`config.mk`:
```
export PLATFORM = sky130hd
export DESIGN_NAME = burner_ignition_safety_sequencer
export DESIGN_NICKNAME = d
export VERILOG_FILES = /design/src/burner_seq_pkg.sv /design/src/burner_ignition_safety_sequencer.sv /design/src/flame_level_monitor.sv /design/src/sec_interval_timer.sv
export VERILOG_INCLUDE_DIRS = /design/src
export SDC_FILE = /design/constraint.sdc
export NUM_CORES = 1
export LEC_CHECK = 0
export ABC_AREA = 1
export BUFFER_PORTS_ARGS = -buffer_cell sky130_fd_sc_hd__buf_4
export CAP_MARGIN = 40
export CORE_ASPECT_RATIO = 1.4
export CORE_MARGIN = 3
export CORE_UTILIZATION = 30
export DETAILED_ROUTE_END_ITERATION = 7
export GPL_TIMING_DRIVEN = 0
export PLACE_DENSITY = 0.6
export SYNTH_ARGS = -nofsm -noshare
export SYNTH_HDL_FRONTEND = slang
export SYNTH_SLANG_ARGS = --single-unit
```
`constraint.sdc`:
```
create_clock -name hclk -period 4.8 [get_ports hclk]
set_clock_uncertainty 0.15 [all_clocks]
set_input_delay 0.96 -clock hclk [delete_from_list [all_inputs] [get_ports hclk]]
set_output_delay 0.96 -clock hclk [all_outputs]
set_load 0.01 [all_outputs]
```
`src/burner_seq_cfg.svh`:
```
// constants of the burner ignition and safety sequencer
// assumes a 40 MHz hclk and a 12-bit digitised thermocouple level
// Notes on behaviour
// RQ1: a start push begins ignition unless something blocks it
// RQ2: heater-on then heater-off per cycle, at most five cycles per start
// RQ3: low-calorie mode drives preheat instead of ignition during heater-on
// RQ4: heater-on and heater-off times set separately, 2 to 20 seconds
// RQ5: level above extinction threshold ends ignition, burner counted as lit
// RQ6: no flame by end of fifth heater-on: stop right there
// RQ7: after failure stay idle until start is pushed again
// RQ8: while measuring, level below extinction drops the flame-ok relay
// RQ9: relay drop closes gas valve and raises alarm at once
// RQ10: level above 120 percent of span is overheat, same shutdown
// RQ11: extinction threshold comes from an operator-set level input
// RQ12: after alarm shutdown a new start push restarts ignition
// RQ13: indicator lamps follow the sequence state
// RQ14: override in release ignores start and never ignites
// RQ15: override in release opens valve, clears alarm, no extinction alarm
// RQ16: ignition lamp on while igniting, running lamp on success, else alarm; in release the code lights no lamp
// RQ17: intervals timed by clock counters; reset lands in alarm, valve shut
`ifndef BURNER_SEQ_CFG_SVH
`define BURNER_SEQ_CFG_SVH

`define CLK_HZ          40000000
`define MAX_ATTEMPTS    3'h5
`define MIN_SECS        5'h02
`define MAX_SECS        5'h14
`define TON_RESET       5'h05
`define TOFF_RESET      5'h05
`define LEVEL_W         12
`define SPAN_LEVEL      12'hbb8
`define OVERHEAT_PCT    120
`define OVERHEAT_LEVEL  12'(`SPAN_LEVEL * `OVERHEAT_PCT / 100)

`define OFS_CTRL        12'h000
`define OFS_TON         12'h004
`define OFS_TOFF        12'h008
`define OFS_STATUS      12'h00c
`define OFS_IRQ_STAT    12'h010
`define OFS_IRQ_MASK    12'h014

`define CTRL_LOW_CAL    0
`define EVT_LIT         0
`define EVT_FAIL        1
`define EVT_EXTINCT     2
`define EVT_OVERHEAT    3
`define EVT_W           4

`endif

```
`src/burner_seq_pkg.sv`:
```
// types shared by the burner sequencer modules
// assumes nothing beyond the cfg header
package burner_seq_pkg;
  typedef enum logic [2:0] {
    ST_ALARM   = 3'b000,
    ST_IGN_ON  = 3'b001,
    ST_IGN_OFF = 3'b010,
    ST_RUN     = 3'b011,
    ST_RELEASE = 3'b100
  } seq_state_t;
endpackage

```
`src/burner_ignition_safety_sequencer.sv`:
```
// burner ignition and safety sequencer with an ahb-lite register slave
// assumes panel and comparator inputs synchronous to hclk; word access only
`timescale 1ns/1ps
`include "burner_seq_cfg.svh"
module burner_ignition_safety_sequencer
  import burner_seq_pkg::*;
#(
  parameter int unsigned CYCLES_PER_SEC = `CLK_HZ
)(
  // clock and reset
  input  wire logic                 hclk,
  input  wire logic                 hresetn,
  // ahb-lite slave
  input  wire logic                 hsel,
  input  wire logic [31:0]          haddr,
  input  wire logic [1:0]           htrans,
  input  wire logic                 hwrite,
  input  wire logic [2:0]           hsize,
  input  wire logic [31:0]          hwdata,
  input  wire logic                 hready,
  output logic                      hreadyout,
  output logic                      hresp,
  output logic [31:0]               hrdata,
  // operator panel
  input  wire logic                 start_button,
  input  wire logic                 safety_override_switch,
  input  wire logic [`LEVEL_W-1:0]  extinction_level,
  // burner hardware
  input  wire logic [`LEVEL_W-1:0]  tc_level,
  output logic                      heater_ignite,
  output logic                      heater_preheat,
  output logic                      gas_solenoid_valve,
  output logic                      flame_ok_relay,
  output logic                      alarm_out,
  // lamps
  output logic                      ignite_lamp,
  output logic                      running_lamp,
  output logic                      alarm_lamp,
  // interrupt
  output logic                      irq
);
  // bus state
  logic              wr_pend_ff;
  logic [11:0]       wr_addr_ff;
  logic [31:0]       rdata_ff;
  // registers
  logic              low_cal_ff;
  logic [4:0]        heater_on_time_ff;
  logic [4:0]        heater_off_time_ff;
  logic [`EVT_W-1:0] irq_stat_ff;
  logic [`EVT_W-1:0] irq_mask_ff;
  // sequencer
  seq_state_t        state_ff;
  seq_state_t        nxt_state;
  logic [2:0]        attempt_ff;
  logic [2:0]        nxt_attempt;
  logic              start_d_ff;
  // output flops
  logic              heat_ign_ff;
  logic              heat_pre_ff;
  logic              valve_ff;
  logic              relay_ff;
  logic              alarm_ff;
  logic              lamp_ign_ff;
  logic              lamp_run_ff;
  logic              lamp_alm_ff;
  logic              irq_ff;
  logic              tmr_load;
  logic [4:0]        tmr_secs;
  logic [`EVT_W-1:0] evt;

  wire               tmr_done;
  wire               above_ext;
  wire               overheat;

  // address phase decode
  wire        addr_ok   = hsel && hready && htrans[1];
  wire        rd_req    = addr_ok && !hwrite;
  wire        wr_req    = addr_ok && hwrite;
  wire [11:0] ofs       = haddr[11:0];
  wire        hi_zero   = (haddr[31:12] == 20'h0);
  wire        rd_status = rd_req && hi_zero && (ofs == `OFS_IRQ_STAT);

  wire wr_ctrl = wr_pend_ff && (wr_addr_ff == `OFS_CTRL);
  wire wr_ton  = wr_pend_ff && (wr_addr_ff == `OFS_TON);
  wire wr_toff = wr_pend_ff && (wr_addr_ff == `OFS_TOFF);
  wire wr_mask = wr_pend_ff && (wr_addr_ff == `OFS_IRQ_MASK);

  // clamp written times into the legal window
  wire [4:0] wsec      = (hwdata[31:5] != 27'h0) ? `MAX_SECS : hwdata[4:0];
  wire [4:0] clamp_sec = (wsec < `MIN_SECS) ? `MIN_SECS :
                         (wsec > `MAX_SECS) ? `MAX_SECS : wsec; // RQ4

  wire [31:0] status_word = {22'h0, overheat, above_ext, 1'b0,
                             attempt_ff, 1'b0, state_ff};
  wire [31:0] rd_mux =
    !hi_zero                   ? 32'h0 :
    (ofs == `OFS_CTRL)         ? {31'h0, low_cal_ff} :
    (ofs == `OFS_TON)          ? {27'h0, heater_on_time_ff} :
    (ofs == `OFS_TOFF)         ? {27'h0, heater_off_time_ff} :
    (ofs == `OFS_STATUS)       ? status_word :
    (ofs == `OFS_IRQ_STAT)     ? {28'h0, irq_stat_ff} :
    (ofs == `OFS_IRQ_MASK)     ? {28'h0, irq_mask_ff} : 32'h0;

  // panel decode
  wire start_push = start_button && !start_d_ff;
  wire released   = safety_override_switch;
  wire can_start  = start_push && !released;                     // RQ14
  wire last_try   = (attempt_ff == `MAX_ATTEMPTS);

  // bus slave
  always_ff @(posedge hclk or negedge hresetn)
  begin
    if (!hresetn)
    begin
      wr_pend_ff <= 1'b0;
      wr_addr_ff <= 12'h0;
      rdata_ff   <= 32'h0;
    end
    else
    begin
      wr_pend_ff <= wr_req && hi_zero;
      wr_addr_ff <= ofs;
      rdata_ff   <= rd_req ? rd_mux : 32'h0;
    end
  end

  // software registers
  always_ff @(posedge hclk or negedge hresetn)
  begin
    if (!hresetn)
    begin
      low_cal_ff         <= 1'b0;
      heater_on_time_ff  <= `TON_RESET;
      heater_off_time_ff <= `TOFF_RESET;
      irq_mask_ff        <= '0;
    end
    else
    begin
      if (wr_ctrl)
        low_cal_ff <= hwdata[`CTRL_LOW_CAL];
      if (wr_ton)
        heater_on_time_ff <= clamp_sec;                           // RQ4
      if (wr_toff)
        heater_off_time_ff <= clamp_sec;                          // RQ4
      if (wr_mask)
        irq_mask_ff <= hwdata[`EVT_W-1:0];
    end
  end

  // sticky events, read clears, a new event wins
  always_ff @(posedge hclk or negedge hresetn)
  begin
    if (!hresetn)
      irq_stat_ff <= '0;
    else
      irq_stat_ff <= (rd_status ? '0 : irq_stat_ff) | evt;
  end

  // sequence next state
  always_comb
  begin
    nxt_state   = state_ff;
    nxt_attempt = attempt_ff;
    tmr_load    = 1'b0;
    tmr_secs    = heater_on_time_ff;
    evt         = '0;
    case (state_ff)
      ST_ALARM:
      begin
        if (released)
          nxt_state = ST_RELEASE;                                 // RQ15
        else if (can_start)                                       // RQ1 RQ7 RQ12
        begin
          nxt_state   = ST_IGN_ON;
          nxt_attempt = 3'h1;
          tmr_load    = 1'b1;                                     // RQ17
        end
      end
      ST_IGN_ON, ST_IGN_OFF:
      begin
        if (released)
          nxt_state = ST_RELEASE;
        else if (overheat)
        begin
          nxt_state = ST_ALARM;                                   // RQ10
          evt[`EVT_OVERHEAT] = 1'b1;
        end
        else if (above_ext)
        begin
          nxt_state = ST_RUN;                                     // RQ5
          evt[`EVT_LIT] = 1'b1;
        end
        else if (tmr_done && state_ff == ST_IGN_ON)
        begin
          if (last_try)
          begin
            nxt_state = ST_ALARM;                                 // RQ6
            evt[`EVT_FAIL] = 1'b1;
          end
          else
          begin
            nxt_state = ST_IGN_OFF;                               // RQ2
            tmr_load  = 1'b1;
            tmr_secs  = heater_off_time_ff;
          end
        end
        else if (tmr_done)
        begin
          nxt_state   = ST_IGN_ON;                                // RQ2
          nxt_attempt = attempt_ff + 3'h1;
          tmr_load    = 1'b1;
        end
      end
      ST_RUN:
      begin
        if (released)
          nxt_state = ST_RELEASE;
        else if (overheat)
        begin
          nxt_state = ST_ALARM;                                   // RQ10
          evt[`EVT_OVERHEAT] = 1'b1;
        end
        else if (!above_ext)
        begin
          nxt_state = ST_ALARM;                                   // RQ8
          evt[`EVT_EXTINCT] = 1'b1;
        end
      end
      ST_RELEASE:
      begin
        if (!released)
          nxt_state = above_ext ? ST_RUN : ST_ALARM;
      end
      default:
        nxt_state = ST_ALARM;
    endcase
  end

  always_ff @(posedge hclk or negedge hresetn)
  begin
    if (!hresetn)
    begin
      state_ff   <= ST_ALARM;                                     // RQ17
      attempt_ff <= 3'h0;
      start_d_ff <= 1'b0;
    end
    else
    begin
      state_ff   <= nxt_state;
      attempt_ff <= nxt_attempt;
      start_d_ff <= start_button;
    end
  end

  // outputs follow the new state
  wire n_ign  = (nxt_state == ST_IGN_ON);
  wire n_seq  = n_ign || (nxt_state == ST_IGN_OFF);
  wire n_run  = (nxt_state == ST_RUN);
  wire n_alm  = (nxt_state == ST_ALARM);
  wire n_rel  = (nxt_state == ST_RELEASE);
  wire n_irq  = |(((rd_status ? '0 : irq_stat_ff) | evt) & irq_mask_ff);

  always_ff @(posedge hclk or negedge hresetn)
  begin
    if (!hresetn)
    begin
      heat_ign_ff <= 1'b0;
      heat_pre_ff <= 1'b0;
      valve_ff    <= 1'b0;                                        // RQ17
      relay_ff    <= 1'b0;
      alarm_ff    <= 1'b1;
      lamp_ign_ff <= 1'b0;
      lamp_run_ff <= 1'b0;
      lamp_alm_ff <= 1'b1;
      irq_ff      <= 1'b0;
    end
    else
    begin
      heat_ign_ff <= n_ign && !low_cal_ff;                        // RQ3
      heat_pre_ff <= n_ign && low_cal_ff;                         // RQ3
      valve_ff    <= n_seq || n_run || n_rel;                     // RQ9 RQ15
      relay_ff    <= n_run;                                       // RQ8
      alarm_ff    <= n_alm;                                       // RQ9 RQ15
      lamp_ign_ff <= n_seq;                                       // RQ13 RQ16
      lamp_run_ff <= n_run;                                       // RQ16
      lamp_alm_ff <= n_alm;                                       // RQ16
      irq_ff      <= n_irq;
    end
  end

  sec_interval_timer #(
    .CYCLES_PER_SEC (CYCLES_PER_SEC)
  ) u_timer (
    .hclk      (hclk),
    .hresetn   (hresetn),
    .load      (tmr_load),
    .load_secs (tmr_secs),
    .done      (tmr_done)
  );

  flame_level_monitor u_level (
    .hclk             (hclk),
    .hresetn          (hresetn),
    .tc_level         (tc_level),
    .extinction_level (extinction_level),
    .above_ext        (above_ext),
    .overheat         (overheat)
  );

  assign hreadyout          = 1'b1;
  assign hresp              = 1'b0;
  assign hrdata             = rdata_ff;
  assign heater_ignite      = heat_ign_ff;
  assign heater_preheat     = heat_pre_ff;
  assign gas_solenoid_valve = valve_ff;
  assign flame_ok_relay     = relay_ff;
  assign alarm_out          = alarm_ff;
  assign ignite_lamp        = lamp_ign_ff;
  assign running_lamp       = lamp_run_ff;
  assign alarm_lamp         = lamp_alm_ff;
  assign irq                = irq_ff;
endmodule

```
`src/flame_level_monitor.sv`:
```
// registered threshold compare of the amplified thermocouple level
// assumes tc_level and extinction_level are synchronous to hclk
`timescale 1ns/1ps
`include "burner_seq_cfg.svh"
module flame_level_monitor
  import burner_seq_pkg::*;
(
  // clock and reset
  input  wire logic                 hclk,
  input  wire logic                 hresetn,
  // levels
  input  wire logic [`LEVEL_W-1:0]  tc_level,
  input  wire logic [`LEVEL_W-1:0]  extinction_level,
  // flags
  output logic                      above_ext,
  output logic                      overheat
);
  logic above_ff;
  logic hot_ff;

  always_ff @(posedge hclk or negedge hresetn)
  begin
    if (!hresetn)
    begin
      above_ff <= 1'b0;
      hot_ff   <= 1'b0;
    end
    else
    begin
      above_ff <= tc_level > extinction_level;   // RQ11
      hot_ff   <= tc_level > `OVERHEAT_LEVEL;     // RQ10
    end
  end

  assign above_ext = above_ff;
  assign overheat  = hot_ff;
endmodule

```
`src/sec_interval_timer.sv`:
```
// seconds down-counter with a one-cycle done pulse
// assumes load is a one-cycle pulse from the sequencer
`timescale 1ns/1ps
`include "burner_seq_cfg.svh"
module sec_interval_timer
  import burner_seq_pkg::*;
#(
  parameter int unsigned CYCLES_PER_SEC = `CLK_HZ
)(
  // clock and reset
  input  wire logic       hclk,
  input  wire logic       hresetn,
  // control
  input  wire logic       load,
  input  wire logic [4:0] load_secs,
  output logic            done
);
  logic [25:0] pre_ff;
  logic [4:0]  secs_ff;
  logic        run_ff;
  logic        done_ff;
  wire         tick = (pre_ff == 26'(CYCLES_PER_SEC - 1));
  wire         last = tick && (secs_ff == 5'h01);

  always_ff @(posedge hclk or negedge hresetn)
  begin
    if (!hresetn)
    begin
      pre_ff  <= 26'h0;
      secs_ff <= 5'h0;
      run_ff  <= 1'b0;
      done_ff <= 1'b0;
    end
    else if (load)
    begin
      pre_ff  <= 26'h0;
      secs_ff <= load_secs;
      run_ff  <= 1'b1;
      done_ff <= 1'b0;
    end
    else
    begin
      pre_ff  <= (!run_ff || tick) ? 26'h0 : pre_ff + 26'h1; // RQ17
      secs_ff <= (run_ff && tick) ? secs_ff - 5'h1 : secs_ff;
      run_ff  <= run_ff && !last;
      done_ff <= run_ff && last;
    end
  end

  assign done = done_ff;
endmodule
```
==> results.toml <==
[status]
status = "finished clean"

[timing]
hold_ws_ns = 0.3048
worstMarginPinSlew_ns = 0.5587
finalSetupViolations = 0
rsz0062_at_grt = "no"
clock.fmax_ghz = 0.4242
min_period_ns = 2.358
finalHoldViolCount = 0
timing.final.crit_share = 0.4911
max_slew_margin = 0.6262
finalSetupTns_ns = 0
slew_violations = 0

[logic_synthesis]
synth.mux.area_fraction = 0.001870
syn_inst = 692
yosysWarningCount = 0
synth_top_family_by_area = "simple AND/OR/NAND/NOR gates"
netlist-cell-type-count = 40
synth.area.top_cells = "dfrtp_1, nand2_1, inv_1, nor2_1, ha_1"
ys_seq_elements = 90
yosysSeqAreaShare = 0.4220
syn_area_per_cell_um2 = 7.733
synth_top_area_frac = 0.3975
ys.flop_type = "dfrtp_1"
synth_compound_area_frac = 0.06243
synth_xor_area_frac = 0.03273
synth_edf_count = 0
synth_adder_area_share = 0.03975
synth_top_area_cell = "dfrtp_1"
synth_simple_gate_area_share = 0.3257
synth_area_mm2 = 0.005351
async_flop_share = 1.000

[floorplan]
dieHeight_um = 164.0
num_rows = 57
die_w_um = 118.9
io_pins = 143
core_area_mm2 = 0.01740
initial_core_util = 0.3075
design.die.area_mm2 = 0.01950

[setup_path]
worst-path-max-fanout = 6
arrival_ns = 2.46
required_ns = 4.91
startpoint_type = "input port"
path_class = "in2reg"
crit_path_end_kind = "register"
reg2reg_slack_ns = 2.67

[power]
vdd_drop_max_mv = 0.1569
powerDensity_mw_per_mm2 = 341.7
p_leak_nw = 3.475
p_total_mw = 2.369

[cells_and_area]
fin_util = 0.3984
fillCellCount = 1850
areaGrowthSynthToFinish_pct = 29.55
fin_cells = 1081
diodes = 0
drive_above_1_share = 0.2367
layout.nets = 957

[cts]
cts_made_buffers = 9
cts_sinks = 90
clk_pin_slew_worst_paths_ns = 0.06
cts_max_level = 3
holdBufCountCts = 0
post_cts.repair.setup_buffers = 0
root_buffer = "clkbuf_16"
tritoncts = "yes"
clk_path_buf_depth = 2
ctsResizeCount = 0
worstSkewPairLatency_ns = 0.35

[grt]
grt_max_degree = 51
grt_pass1_vias = 4737
grt_overflow_total = 0
antenna_found_initial = 0
grtUsageTotal = 0.1384
grt_pass1_wl_mm = 21.69

[routing]
wl_mm = 13.10
route.detailed.wl_per_inst_um = 12.11
dr.pass1.iters = 4
via_per_inst = 4.399
antenna_left = 0
drt_iter0_markers = 259
drc = 0
vias = 4755

[place]
dp.final_hpwl_mm = 10.73
numPortBuffers = 113
routabilityCongestion = 0.8877
dpl.cell_count = 1065

[run]
drv_cap = 0

[min_path]
worstHoldPathType = "reg2reg"
[cell type report]
| class | count | area (um^2) | area share |
|---|---|---|---|
| flip-flops and latches | 90 | 2258 | 0.3258 |
| multi-input cells | 497 | 2569 | 0.3705 |
| clock buffers | 14 | 264.0 | 0.03808 |
| plain buffers | 29 | 234.0 | 0.03375 |
| clock inverters | 2 | 60.06 | 0.008663 |
| repair buffers | 114 | 875.8 | 0.1263 |
| well taps | 236 | 295.3 | 0.04259 |
| inverters | 99 | 376.6 | 0.05432 |
[layout by cell type (no fill, tap or decap), drive strengths merged, types with 2 or more instances in the layout]
cell | synthesis | layout
nor2 | 105 | 105
nor3 | 36 | 36
xnor2 | 3 | 3
ha | 17 | 17
xor2 | 17 | 17
o21ai | 29 | 29
dfrtp | 85 | 85
nand2 | 170 | 170
inv | 99 | 99
o211ai | 8 | 8
clkbuf | 0 | 14
buf | 29 | 143
nand3 | 40 | 40
nor4 | 4 | 4
bufinv | 0 | 2
a21oi | 16 | 16
nor3b | 3 | 3
dfstp | 5 | 5
nand4 | 17 | 17
conb | 2 | 25
[state kept, by name, summed over array words and instances (netlist names), 3 cells and up]
| signal | flops |
|---|---|
| u_timer.pre_ff | 26 |
| wr_addr_ff | 12 |
| hrdata | 9 |
| heater_off_time_ff | 5 |
| heater_on_time_ff | 5 |
| u_timer.secs_ff | 5 |
| irq_mask_ff | 4 |
| irq_stat_ff | 4 |
| attempt_ff | 3 |
| state_ff | 3 |
[critical path, stage by stage]
cell	delay (ns)
buf_4	0.11
nor2_1	0.09
nand2_1	0.06
nor2_1	0.10
nand2_1	0.07
nor2_1	0.20
nand2_1	0.08
nor2_1	0.44
inv_1	0.17
nor3_1	0.18
[cell usage after synthesis (2+ instances only)]
cell type    n
nand2_1    162
inv_1       94
nor2_1      91
dfrtp_1     85
nand3_1     36
nor3_1      30
buf_4       27
o21ai_0     23
ha_1        17
nand4_1     17
xor2_1      17
a21oi_1     16
nor2_2      12
o211ai_1     8
o21ai_1      6
dfstp_2      5
nand2_2      4
nor3_2       4
inv_2        3
nand2_4      3
nand3_2      3
nor3b_1      3
xnor2_1      3
conb_1       2
inv_4        2
nor2_4       2
nor3_4       2
nor4_1       2
nor4_2       2
[worst paths after layout]
kind | start | end | cells past startpoint
setup / recovery | haddr[22] | hrdata[9]$_DFF_PN0_ | 10
hold / removal | low_cal_ff$_DFFE_PN0P_ | heater_ignite$_DFF_PN0_ | 1
min in group asynchronous | hresetn | wr_addr_ff[10]$_DFF_PN0_ | 1
setup reg to reg | u_timer.pre_ff[0]$_DFF_PN0_ | u_timer.secs_ff[2]$_DFFE_PN0P_ | 10
max in group asynchronous | hresetn | heater_off_time_ff[2]$_DFFE_PN1P_ | 2
hold reg to reg | low_cal_ff$_DFFE_PN0P_ | heater_ignite$_DFF_PN0_ | 1
[cells by family (layout without fill, tap and decap cells)]
group                    count (synthesis)  in the layout
AO/OA/AOI/OAI                           59             59
other                                    2             25
multiplexers                             1              1
adder cells (fa/ha/maj)                 17             17
buffers and inverters                  128            258
XOR/XNOR                                20             20
flip-flops                              90             90
AND/OR/NAND/NOR                        375            375
[power breakdown]
part	leakage [nW]	total, mW	internal, mW	switching, mW
Sequential	1.10	0.987	0.884	0.103
Combinational	2.22	0.609	0.268	0.341
Clock	0.157	0.772	0.485	0.287
Total	3.48	2.37	1.64	0.732
[routing by layer]
| layer | up-vias | routed length (um) | track usage |
|---|---|---|---|
| li1 | 2458 | - | - |
| met1 | 2155 | 5008 | 0.1477 |
| met2 | 119 | 7124 | 0.2644 |
| met3 | 23 | 656 | 0.02859 |
| met4 | 0 | 306 | 0.05535 |
| met5 | - | 0 | 0 |
[through the flow]
step | area, um^2 | setup WS (ns)
final | 6933 | 2.443
after global routing | 6933 | 2.155
after CTS | 6933 | 2.393
after detailed placement | 6609 | 2.070
after global placement | 6581 | 2.102
after floorplan | 5438 | 2.606
Note: power is estimated with default switching activity, not from simulation.
